File: src/include/int_sched_pkg.sv
package int_sched_pkg;

  // Descriptor geometry: one 64-bit word for DW1:DW0, one for DW3:DW2
  localparam int DESC_W = 64;

  // Low word (DW1:DW0) field positions
  localparam int SPLIT_BIT      = 46;
  localparam int KIND_LSB       = 44;
  localparam int TOKEN_LSB      = 42;
  localparam int DEV_ADDR_LSB   = 35;
  localparam int EP_UPPER_LSB   = 32;
  localparam int EP_LSB_BIT     = 31;
  localparam int MULT_LSB       = 29;
  localparam int MAX_PAY_LSB    = 18;
  localparam int XFER_CNT_LSB   = 3;
  localparam int VALID_BIT      = 0;

  // High word (DW3:DW2) field positions
  localparam int ACTIVE_BIT     = 63;
  localparam int HALT_BIT       = 62;
  localparam int DONE_CNT_LSB   = 32;
  localparam int PERIOD_LSB     = 3;
  // Mask sits in the spare top byte of DW2 so it never aliases the period bits
  localparam int SEL_MASK_LSB   = 24;

  // Field widths
  localparam int DEV_ADDR_W     = 7;
  localparam int MAX_PAY_W      = 11;
  localparam int XFER_CNT_W     = 15;
  localparam int PERIOD_W       = 5;
  localparam int FRAME_W        = 11;

  // Codings
  localparam logic [1:0] TOKEN_OUT   = 2'h0;
  localparam logic [1:0] TOKEN_IN    = 2'h1;
  localparam logic [1:0] KIND_INTR   = 2'h3;
  localparam logic [1:0] MULT_UNDEF  = 2'h0;

  // Reset values
  localparam logic [DESC_W-1:0] DESC_RESET = 64'h0;
  localparam logic [3:0]        RATE_NONE  = 4'h0;

  typedef enum logic [1:0] {TOKEN_KIND_OUT, TOKEN_KIND_IN, TOKEN_KIND_BAD} token_e;

endpackage

File: src/hw/int_sched.sv
// Operation
// Poll descriptor every 2^(b-1) microframes, b from one to nine; for b six to nine the code polls every 2^(b-2) microframes.
// For b up to four period bits are zero; mask alone selects microframes.
// Split bit one gives split transaction, zero gives high-speed transaction.
// Token 00 sends OUT, 01 sends IN; endpoint kind must read 11.
// Target device address comes from descriptor bits 41 to 35.
// Endpoint number is bits 34..32 on top of bit 31.
// Up to multiplier packets per execution; multiplier 00 is undefined.
// Each packet carries at most the eleven-bit maximum payload bytes.
// Fifteen-bit transfer count is the descriptor total, up to 32 kB minus one.
// Software sets valid; hardware clears it when done or on fatal error.
// Software programs mask pattern matching the chosen microframe rate.
// Slow rates use one mask bit and a period under the leading-one range.
module int_sched
  import int_sched_pkg::*;
(
  // Clock and reset
  input  wire logic                  core_clk,
  input  wire logic                  rstn,
  // Descriptor write port from the processor side
  input  wire logic                  desc_wr_en,
  input  wire logic                  desc_wr_sel,
  input  wire logic [DESC_W-1:0]     desc_wr_data,
  // Bus timing from the frame counter
  input  wire logic                  sof_pulse,
  input  wire logic [FRAME_W-1:0]    frame_number,
  input  wire logic [2:0]            microframe,
  // Transaction engine handshake
  output logic                       txn_start,
  input  wire logic                  txn_done,
  input  wire logic [10:0]           txn_bytes,
  input  wire logic                  txn_fatal,
  input  wire logic                  txn_short,
  // Transaction parameters
  output logic                       txn_split,
  output logic                       txn_in,
  output logic [DEV_ADDR_W-1:0]      txn_dev_addr,
  output logic [3:0]                 txn_endpoint,
  output logic [MAX_PAY_W-1:0]       txn_len,
  // Status
  output logic                       desc_valid,
  output logic                       desc_halted,
  output logic                       desc_error,
  output logic [XFER_CNT_W-1:0]      bytes_done,
  output logic [3:0]                 rate_index
);

  typedef enum logic [1:0] {IDLE, ISSUE, WAIT_DONE} state_e;

  state_e                  state;
  state_e                  next_state;
  logic [DESC_W-1:0]       low_word;
  logic [DESC_W-1:0]       high_word;
  logic                    clear_valid;
  logic                    upd_high;
  logic [DESC_W-1:0]       next_high;
  logic [1:0]              pkt_left;
  logic [XFER_CNT_W-1:0]   remaining;
  logic [XFER_CNT_W-1:0]   next_done;
  logic [PERIOD_W-1:0]     period;
  logic [7:0]              sel_mask;
  logic [1:0]              kind;
  logic [1:0]              mult;
  logic [1:0]              token;
  logic [XFER_CNT_W-1:0]   xfer_total;
  logic                    frame_hit;
  logic                    due;
  logic                    cfg_ok;
  logic                    finish;
  token_e                  token_kind;
  logic [XFER_CNT_W-1:0]   left_now;
  logic [7:0]              slot_sel;
  logic                    slot_hit;

  desc_store u_store (
    .core_clk       (core_clk),
    .rstn           (rstn),
    .wr_en          (desc_wr_en),
    .wr_sel         (desc_wr_sel),
    .wr_data        (desc_wr_data),
    .hw_clear_valid (clear_valid),
    .hw_upd_high    (upd_high),
    .hw_high_data   (next_high),
    .low_word       (low_word),
    .high_word      (high_word)
  );

  assign period     = high_word[PERIOD_LSB +: PERIOD_W];
  assign sel_mask   = high_word[SEL_MASK_LSB +: 8];
  assign kind       = low_word[KIND_LSB +: 2];
  assign mult       = low_word[MULT_LSB +: 2];
  assign token      = low_word[TOKEN_LSB +: 2];
  assign xfer_total = low_word[XFER_CNT_LSB +: XFER_CNT_W];
  assign bytes_done = high_word[DONE_CNT_LSB +: XFER_CNT_W];
  assign desc_valid = low_word[VALID_BIT];
  assign desc_halted = high_word[HALT_BIT];

  rate_decode u_rate (
    .period     (period),
    .sel_mask   (sel_mask),
    .rate_index (rate_index)
  );

  always_comb
  begin
    case (token)
      TOKEN_OUT: token_kind = TOKEN_KIND_OUT;
      TOKEN_IN:  token_kind = TOKEN_KIND_IN;
      default:   token_kind = TOKEN_KIND_BAD;
    endcase
  end

  // Period matches when the frame's low bits under the leading one equal the period's
  always_comb
  begin
    frame_hit = 1'b0;
    case (rate_index)
      4'h1, 4'h2, 4'h3, 4'h4: frame_hit = 1'b1;
      4'h5: frame_hit = 1'b1;
      4'h6: frame_hit = frame_number[0] == period[0];
      4'h7: frame_hit = frame_number[1:0] == period[1:0];
      4'h8: frame_hit = frame_number[2:0] == period[2:0];
      4'h9: frame_hit = frame_number[3:0] == period[3:0];
      default: frame_hit = 1'b0;
    endcase
  end

  // One compare per microframe slot keeps the mask test a flat OR
  for (genvar g = 0; g < 8; g++)
  begin : g_slot
    assign slot_sel[g] = sel_mask[g] && microframe == 3'(g);
  end

  assign slot_hit = |slot_sel;

  // Odd frames for 2 ms: period 0 0001 places the poll on odd frame numbers
  assign due = sof_pulse && desc_valid && !desc_halted && slot_hit
             && (rate_index == 4'h5 ? frame_number[0] : frame_hit);

  // Malformed kind, token or multiplier is dropped as fatal rather than guessed at; a rate that decodes to none is never polled
  assign cfg_ok = kind == KIND_INTR && mult != MULT_UNDEF
                && token_kind != TOKEN_KIND_BAD && rate_index != RATE_NONE;

  assign remaining = xfer_total - bytes_done;
  assign txn_start = state == ISSUE;

  // Look past the packet just finished so a follow-on packet never overruns the total
  assign left_now  = (state == WAIT_DONE) ? xfer_total - next_done : remaining;

  // Never hand the engine more than one packet's worth or more than is left
  function automatic logic [MAX_PAY_W-1:0] clamp_len(input logic [XFER_CNT_W-1:0] left,
                                                    input logic [MAX_PAY_W-1:0]  max_pay);
    return (left < {4'h0, max_pay}) ? left[MAX_PAY_W-1:0] : max_pay;
  endfunction

  always_comb
  begin
    next_state = state;
    case (state)
      IDLE:      next_state = (due && cfg_ok && remaining != '0) ? ISSUE : IDLE;
      ISSUE:     next_state = WAIT_DONE;
      WAIT_DONE:
        if (txn_done)
          next_state = (txn_fatal || finish || pkt_left == 2'h1) ? IDLE : ISSUE;
      default:   next_state = IDLE;
    endcase
  end

  always_ff @(posedge core_clk or negedge rstn)
  begin
    if (!rstn)
      state <= IDLE;
    else
      state <= next_state;
  end

  // Packet budget per execution
  always_ff @(posedge core_clk or negedge rstn)
  begin
    if (!rstn)
      pkt_left <= 2'h0;
    else if (state == IDLE)
      pkt_left <= mult;
    else if (state == WAIT_DONE && txn_done)
      pkt_left <= pkt_left - 2'h1;
  end

  // Latched transaction parameters
  always_ff @(posedge core_clk or negedge rstn)
  begin
    if (!rstn)
    begin
      txn_split    <= 1'b0;
      txn_in       <= 1'b0;
      txn_dev_addr <= '0;
      txn_endpoint <= 4'h0;
      txn_len      <= '0;
    end
    else if (next_state == ISSUE)
    begin
      txn_split    <= low_word[SPLIT_BIT];
      txn_in       <= token_kind == TOKEN_KIND_IN;
      txn_dev_addr <= low_word[DEV_ADDR_LSB +: DEV_ADDR_W];
      txn_endpoint <= {low_word[EP_UPPER_LSB +: 3], low_word[EP_LSB_BIT]};
      txn_len      <= clamp_len(left_now, low_word[MAX_PAY_LSB +: MAX_PAY_W]);
    end
  end

  assign next_done = bytes_done + {4'h0, txn_bytes};
  assign finish    = next_done >= xfer_total || txn_short;

  // Status write-back: byte count, halt on fatal, active mirrors valid
  always_comb
  begin
    next_high   = high_word;
    upd_high    = 1'b0;
    clear_valid = 1'b0;
    if (state == IDLE && due && !cfg_ok)
    begin
      upd_high              = 1'b1;
      clear_valid           = 1'b1;
      next_high[HALT_BIT]   = 1'b1;
      next_high[ACTIVE_BIT] = 1'b0;
    end
    else if (state == WAIT_DONE && txn_done)
    begin
      upd_high = 1'b1;
      next_high[DONE_CNT_LSB +: XFER_CNT_W] = next_done;
      if (txn_fatal)
      begin
        next_high[HALT_BIT] = 1'b1;
        clear_valid         = 1'b1;
      end
      else if (finish)
        clear_valid = 1'b1;
      next_high[ACTIVE_BIT] = !clear_valid;
    end
  end

  always_ff @(posedge core_clk or negedge rstn)
  begin
    if (!rstn)
      desc_error <= 1'b0;
    // A halt that really lands wins over the clear of a same-cycle write
    else if (upd_high && next_high[HALT_BIT] && !(desc_wr_en && desc_wr_sel))
      desc_error <= 1'b1;
    else if (desc_wr_en)
      desc_error <= 1'b0;
  end

endmodule

File: src/hw/desc_store.sv
module desc_store
  import int_sched_pkg::*;
(
  // Clock and reset
  input  wire logic              core_clk,
  input  wire logic              rstn,
  // Software write port
  input  wire logic              wr_en,
  input  wire logic              wr_sel,
  input  wire logic [DESC_W-1:0] wr_data,
  // Hardware update of the valid bit and the high word
  input  wire logic              hw_clear_valid,
  input  wire logic              hw_upd_high,
  input  wire logic [DESC_W-1:0] hw_high_data,
  // Registered contents
  output logic      [DESC_W-1:0] low_word,
  output logic      [DESC_W-1:0] high_word
);

  // Low word: software write, hardware may only drop the valid bit
  always_ff @(posedge core_clk or negedge rstn)
  begin
    if (!rstn)
      low_word <= DESC_RESET;
    else if (wr_en && !wr_sel)
      low_word <= wr_data;
    else if (hw_clear_valid)
      low_word[VALID_BIT] <= 1'b0;
  end

  // High word: a software write wins over a status update in the same cycle
  always_ff @(posedge core_clk or negedge rstn)
  begin
    if (!rstn)
      high_word <= DESC_RESET;
    else if (wr_en && wr_sel)
      high_word <= wr_data;
    else if (hw_upd_high)
      high_word <= hw_high_data;
  end

endmodule

File: src/hw/rate_decode.sv
module rate_decode
  import int_sched_pkg::*;
(
  // Descriptor scheduling fields
  input  wire logic [PERIOD_W-1:0] period,
  input  wire logic [7:0]          sel_mask,
  // Decoded rate index b (1 to 9), zero when the fields are inconsistent
  output logic      [3:0]          rate_index
);

  function automatic logic [3:0] ones(input logic [7:0] m);
    logic [3:0] n;
    n = 4'h0;
    for (int i = 0; i < 8; i++)
      n = n + {3'h0, m[i]};
    return n;
  endfunction

  always_comb
  begin
    rate_index = RATE_NONE;
    if (period == '0)
    begin
      case (ones(sel_mask))
        4'h8: rate_index = 4'h1;
        4'h4: rate_index = (sel_mask == 8'hAA || sel_mask == 8'h55) ? 4'h2 : RATE_NONE;
        4'h2: rate_index = 4'h3;
        4'h1: rate_index = 4'h4;
        default: rate_index = RATE_NONE;
      endcase
    end
    else if (ones(sel_mask) == 4'h1)
    begin
      // Leading one of the period selects rate index 5 to 9
      if (period[4])      rate_index = 4'h9;
      else if (period[3]) rate_index = 4'h8;
      else if (period[2]) rate_index = 4'h7;
      else if (period[1]) rate_index = 4'h6;
      else                rate_index = 4'h5;
    end
  end

endmodule

File: config.mk
export PLATFORM = sky130hd
export DESIGN_NAME = int_sched
export DESIGN_NICKNAME = d
export VERILOG_FILES = /design/src/include/int_sched_pkg.sv /design/src/hw/int_sched.sv /design/src/hw/desc_store.sv /design/src/hw/rate_decode.sv
export SDC_FILE = /design/constraint.sdc
export NUM_CORES = 1
export LEC_CHECK = 0
export BUFFER_PORTS_ARGS = -buffer_cell sky130_fd_sc_hd__buf_2
export CORE_MARGIN = 5
export CORE_UTILIZATION = 40
export CTS_CLUSTER_DIAMETER = 150
export DETAILED_ROUTE_END_ITERATION = 10
export GPL_TIMING_DRIVEN = 0
export HOLD_SLACK_MARGIN = 0.1
export REMOVE_ABC_BUFFERS = 1
export SYNTH_ARGS = -nofsm -noshare
export SYNTH_HDL_FRONTEND = slang
export SYNTH_SLANG_ARGS = --single-unit
export TNS_END_PERCENT = 10
File: constraint.sdc
create_clock -name core_clk -period 5 [get_ports core_clk]
set_clock_uncertainty 0.1 [all_clocks]
set_input_delay 1 -clock core_clk [delete_from_list [all_inputs] [get_ports core_clk]]
set_output_delay 1 -clock core_clk [all_outputs]
set_load 0.02 [all_outputs]
==> results.toml, run 1 <==
[routing]
drt_iter0_markers = 301
vias = 5954
wl_met3_um = 1100
drc = 0
wl_met2_um = 9110
maxUsedRoutingLayer = "met5"
postRouteAntennaNets = 0
wl_per_cell_um = 17.7
wirelength_um = 19900
wl_met1_um = 9350
drtPass1Iterations = 5
via_per_inst = 5.30

[timing]
worstMarginPinSlew_ps = 998
setup_violations = 28
worst_slew_margin_rel = 0.333
timing.fmax_mhz = 185
maxSlewViolCount = 0
period_minus_slack_ps = 5410
hold_slack_ps = 403
hold_viol = 0
fin_tns_setup_ps = -6270
min_period_over_period = 1.08
setup_ws_ps = -412
rsz0062_at_grt = "true"

[pwr]
worst_ir_drop_vdd_mv = 0.190
power_mw = 3.56
leakagePower_nw = 4.17
powerDensity_nw_per_um2 = 405

[clocking]
path_clk_slew_ps = 70
cts_hold_buf = 0
htree_num_levels = 3
cts.sinks = 103
cts_root_buffer = "clkbuf_16"
worstSkewPairLatency_ps = 360
cts_tree = "yes"
clockBufferDepth = 2
cts_buffers = 9

[grt]
antenna_found_initial = 1
track_usage = 0.190
grt_pass1_vias = 6057
grt_start_max_net_pins = 54
grt.overflow.total = 0
grt_pass1_wl_um = 32500

[critical_path]
worstPathMaxFanout = 5
arrival_ps = 5550
cp-end-kind = "flip-flop"
path_cells = "buf_6, ha_4, fa_2, a21o_1, a21oi_2, o21bai_1, a21oi_2, o21bai_1, a21oi_1, xor2_1, ha_1, a21o_1, a41o_1, xor2_1, nor2_1, a31oi_2, ha_1, a21o_1, a21oi_2, o21ai_2, a21oi_4, buf_6, mux2_4, mux2_4"
critical_path.max_stage_delay_ps = 330
cp-start-kind = "input port"
worstPathRequired_ps = 5140
setup.worst_path.class = "in2reg"
slowest_stage = "fa_2"

[logic_synthesis]
ys_seq_elements = 103
ys_seq_area_frac = 0.347
synthCells = 780
syn-mean-instance-area_um2 = 9.52
synth-edff-count = 0
yosys-top-cells-area = "dfrtp_1, ha_1, mux2_2, nand2_1, mux2_4"
synth_cell_types = 74
syn_area_um2 = 7430
synth_largest_area_cell = "dfrtp_1"
synth-main-ff-cell = "dfrtp_1"
netlist.area_leader.share = 0.347
postSynth.asyncResetShare = 1.00
yosys_warnings = 0

[final_layout]
layout_commonest_cell = "buf_2"
nNetsFinal = 1047
register_area_um2 = 2580
final_util = 0.484
final_cell_mix = "buf_2, dfrtp_1, nand2_1, inv_1, o21ai_0"
stdcell_count = 1124
fillCellCount = 1774
final_area_um2 = 8790
multi_input_area_um2 = 4570
drive_gt1_frac = 0.294
area_growth_pct = 18.4

[status]
status = "finished, violations left"
violations = "setup timing"

[place]
pre_cts_ws_ps = -1640
hpwl_um = 14800
place.gp.congestion = 0.928
place_area_um2 = 8110
place_inst = 1088
io_buffers = 118

[die]
io_pins = 144
die-width_um = 146
row_count = 49
die_y_um = 146
dieArea_um2 = 21400
core-area_um2 = 18100
initial_utilization = 0.409

[min_path]
hold_path.class = "reg2reg"

[run]
maxCapViolCount = 0
==> layer usage <==
metal | global-route usage | vias to the layer above
li1 | - | 2966
met1 | 0.257 | 2832
met2 | 0.299 | 132
met3 | 0.0555 | 22
met4 | 0.0480 | 2
met5 | 0 | -
==> synthesized netlist by cell type, types with 5 or more instances <==
library cell and number:
nor2_1 47, xnor2_1 23, and2_1 6, nand3_1 15, nor2b_1 11, a21oi_1 40, inv_1 57, buf_4 15
o22ai_1 6, nor3_1 13, and3_1 5, a21o_1 12, xor2_1 14, o211ai_1 5, nand2_1 83, nand4_1 7
o21bai_1 7, ha_1 54, a31oi_1 11, o21a_1 6, o21ai_0 56, fa_1 7, dfrtp_1 103, a211oi_1 5
mux2i_1 6, mux2_2 47, clkbuf_1 21, nand2b_1 11, mux2_4 19
==> kinds of logic (layout without fill, tap and decap cells) <==
| group | Yosys count | in the layout | synth area share |
|---|---|---|---|
| AOI/OAI and AO/OA | 185 | 186 | 0.165 |
| buffers and inverters | 98 | 211 | 0.0627 |
| DFF | 103 | 103 | 0.347 |
| and+or+nand+nor | 221 | 221 | 0.146 |
| muxes | 75 | 75 | 0.126 |
| adders and majority gates | 61 | 61 | 0.110 |
| other | 0 | 1 | 0 |
| xor gates and xnor gates | 37 | 37 | 0.0436 |
==> sequential cells by signal, indices dropped and copies added (netlist names) <==
signal	count
u_store.low_word	45
u_store.high_word	29
txn_len	11
txn_dev_addr	7
txn_endpoint	4
pkt_left	2
state	2
desc_error	1
txn_in	1
txn_split	1
==> layout make-up <==
cell class	count	share of cell area
Clock inverter	7	0.00897
Antenna cell	1	0.000285
Multi-Input combinational cell	580	0.519
Sequential cell	103	0.293
Inverter	57	0.0243
Timing Repair Buffer	138	0.0955
Clock buffer	9	0.0256
Tap cell	229	0.0326
==> worst max-delay path: cells and delay by family <==
family / cells / cell delay, ps
buffers and inverters: 2 / 270
and+or+nand+nor: 1 / 60
AOI/OAI and AO/OA: 13 / 2130
xor gates and xnor gates: 2 / 430
muxes: 2 / 570
adders and majority gates: 4 / 1100
==> power breakdown <==
group          internal, mW  switching (mW)
sequential            0.933          0.0914
clock                 0.394           0.349
combinational         0.785            1.01
total                  2.11            1.45
==> what timing repair did <==
item | 4_1_cts | 5_1_grt
endpoints found under the hold margin | 0 | 0
resized for setup | 38 | 5
pin swaps | 23 | 13
buffers inserted | 18 | 1
gates cloned | 2 | 0
setup endpoints to repair | 29 | 28
==> path summary, 6_finish.rpt <==
kind / startpoint / slack, ps / end / depth (start not counted)
max: txn_bytes[0] / -410 / txn_len[4] / 24
min: txn_len[2] / 400 / txn_len[2] / 1
max reg2reg: u_store.high_word[32] / -180 / txn_len[4] / 23
min reg2reg: txn_len[2] / 400 / txn_len[2] / 1
max in group asynchronous: rstn / 3510 / u_store.high_word[24] / 2
min in group asynchronous: rstn / 570 / txn_in / 1
Note: power is estimated with default switching activity, not from simulation.
==> run 2, diff against run 1 <==
SLEW_MARGIN = 40   (was default)
TNS_END_PERCENT = default   (was 10)
==> run 2 against run 1 <==
Net effect:
- the run still ends with setup timing left
- clock power decreased by 6.9%
- final area increased by 3.6%
- worst setup slack got worse by 28 ps
- critical endpoint unchanged
==> results.toml, run 2 (synthesis results as in run 1) <==
[status]
status = "finished, violations left"
violations = "setup timing"

[place]
place.gp.congestion = 0.928
place_inst = 1092
place_area_um2 = 8230
hpwl_um = 15000
io_buffers = 118

[clocking]
clockBufferDepth = 2
cts_tree = "yes"
cts_buffers = 9
worstSkewPairLatency_ps = 360
cts_hold_buf = 0
cts_root_buffer = "clkbuf_16"
path_clk_slew_ps = 70
cts.sinks = 103
htree_num_levels = 3

[timing]
timing.fmax_mhz = 184
min_period_over_period = 1.09
rsz0062_at_grt = "true"
setup_ws_ps = -440
hold_viol = 0
setup_violations = 25
period_minus_slack_ps = 5440
worstMarginPinSlew_ps = 771
maxSlewViolCount = 0
worst_slew_margin_rel = 0.486

[grt]
grt_pass1_vias = 6135
grt.overflow.total = 0
track_usage = 0.185
grt_start_max_net_pins = 55
antenna_found_initial = 0
grt_pass1_wl_um = 32000

[final_layout]
final_area_um2 = 9100
regMostFlops = "u_store.low_word"
antenna_cells = 0
largestRegisters = "u_store.low_word (45), u_store.high_word (29), txn_len (11)"
nNetsFinal = 1060
largest_reg_flops = 45
area_growth_pct = 22.6
final_cell_mix = "buf_2, dfrtp_1, nand2_1, inv_1, o21ai_0"
stdcell_count = 1136
fillCellCount = 1714
drive_gt1_frac = 0.327
layout_commonest_cell = "buf_2"

[routing]
wl_per_cell_um = 17.5
vias = 5999
drt_iter0_markers = 228
wirelength_um = 19900
drc = 0
via_per_inst = 5.28
postRouteAntennaNets = 0
drtPass1Iterations = 5

[pwr]
leakagePower_nw = 4.29
p_sw_mw = 1.50
seq_power_share = 0.278
netSwitchingFraction = 0.406
combPwrFrac = 0.535
worst_ir_drop_vdd_mv = 0.220
powerDensity_nw_per_um2 = 406
clkPwrFrac = 0.187
intPower_mw = 2.19

[critical_path]
cp-end-kind = "flip-flop"
crit_path_start = "txn_bytes[0]"
setup.worst_path.class = "in2reg"
worstPathRequired_ps = 5130
r2r-start = "u_store.high_word[32]"
cp-start-kind = "input port"
rr_worst_depth = 20
worstPathMaxFanout = 5
arrival_ps = 5570

[die]
row_count = 49
dieArea_um2 = 21400
io_pins = 144
die_y_um = 146
die-width_um = 146
core-area_um2 = 18100
initial_utilization = 0.409

[run]
maxCapViolCount = 0

[min_path]
hold_path.class = "reg2reg"
min_path_cells = 1
hold_start = "u_store.low_word[34]"
run 2: layer usage:
metal  wire length [um]  vias up  global-route usage
li1                   -     3002                   -
met2               9130      124               0.296
met3               1000       23              0.0415
met1               9270     2850               0.250
met5                  0        -                   0
met4                444        0              0.0621
run 2: final cells by class:
| class | count | area [um2] | share of cell area |
|---|---|---|---|
| flip-flops and latches | 103 | 2580 | 0.283 |
| inverters | 57 | 214 | 0.0235 |
| well taps | 229 | 287 | 0.0315 |
| clock buffers | 12 | 256 | 0.0282 |
| repair buffers | 152 | 1030 | 0.114 |
| clock inverters | 4 | 30.0 | 0.00330 |
| multi-input cells | 579 | 4700 | 0.517 |
run 2: critical path, stage by stage:
cell and delay (ps):
buf_6 100, ha_4 150, fa_2 330, a21o_1 200, a21oi_2 170, o21bai_1 100
a21oi_2 190, o21bai_2 90, a31o_2 290, a21oi_4 180, xor2_2 190, ha_1 270
and3_4 190, o311a_4 120, or4_4 500, a2111oi_4 350, nand4_1 200, a21oi_4 230
buf_6 160, mux2_4 310, mux2_4 260
run 2: power groups by stage:
stage | Clock, mW | Combinational (mW) | Sequential [mW]
final | 0.692 | 1.98 | 1.03
after global routing | 0.749 | 2.19 | 1.04
after CTS | 0.718 | 1.81 | 1.02
after floorplan | 0 | 1.19 | 1.05
after global placement | 0 | 1.61 | 1.04
after detailed placement | 0 | 1.63 | 1.04
run 2: path summary, 6_finish.rpt:
| kind | to | slack, ps |
|---|---|---|
| hold reg to reg | txn_endpoint[3] | 410 |
| setup / recovery | txn_len[4] | -440 |
| max in group asynchronous | u_store.high_word[25] | 3740 |
| hold / removal | txn_endpoint[3] | 410 |
| min in group asynchronous | txn_in | 430 |
| setup reg to reg | txn_len[4] | -200 |
run 2: timing repair:
item	in CTS	in global routing
setup endpoints to repair	29	28
gates resized for setup	41	42
buffers inserted	20	9
pin swaps	21	31
gates cloned	1	0
run 2: stage by stage:
stage               hold slack, ps  power [mW]   util  TNS (ps)  worst slack [ps]
global route                   420        3.98  0.502     -9800              -630
global placement               383        2.65  0.444    -55050             -1640
detailed placement             386        2.67  0.453    -25290             -1640
floorplan                      369        2.24      -    -12330              -861
finish                         406        3.69  0.502     -5480              -440
CTS                            409        3.55  0.490     -7010              -466
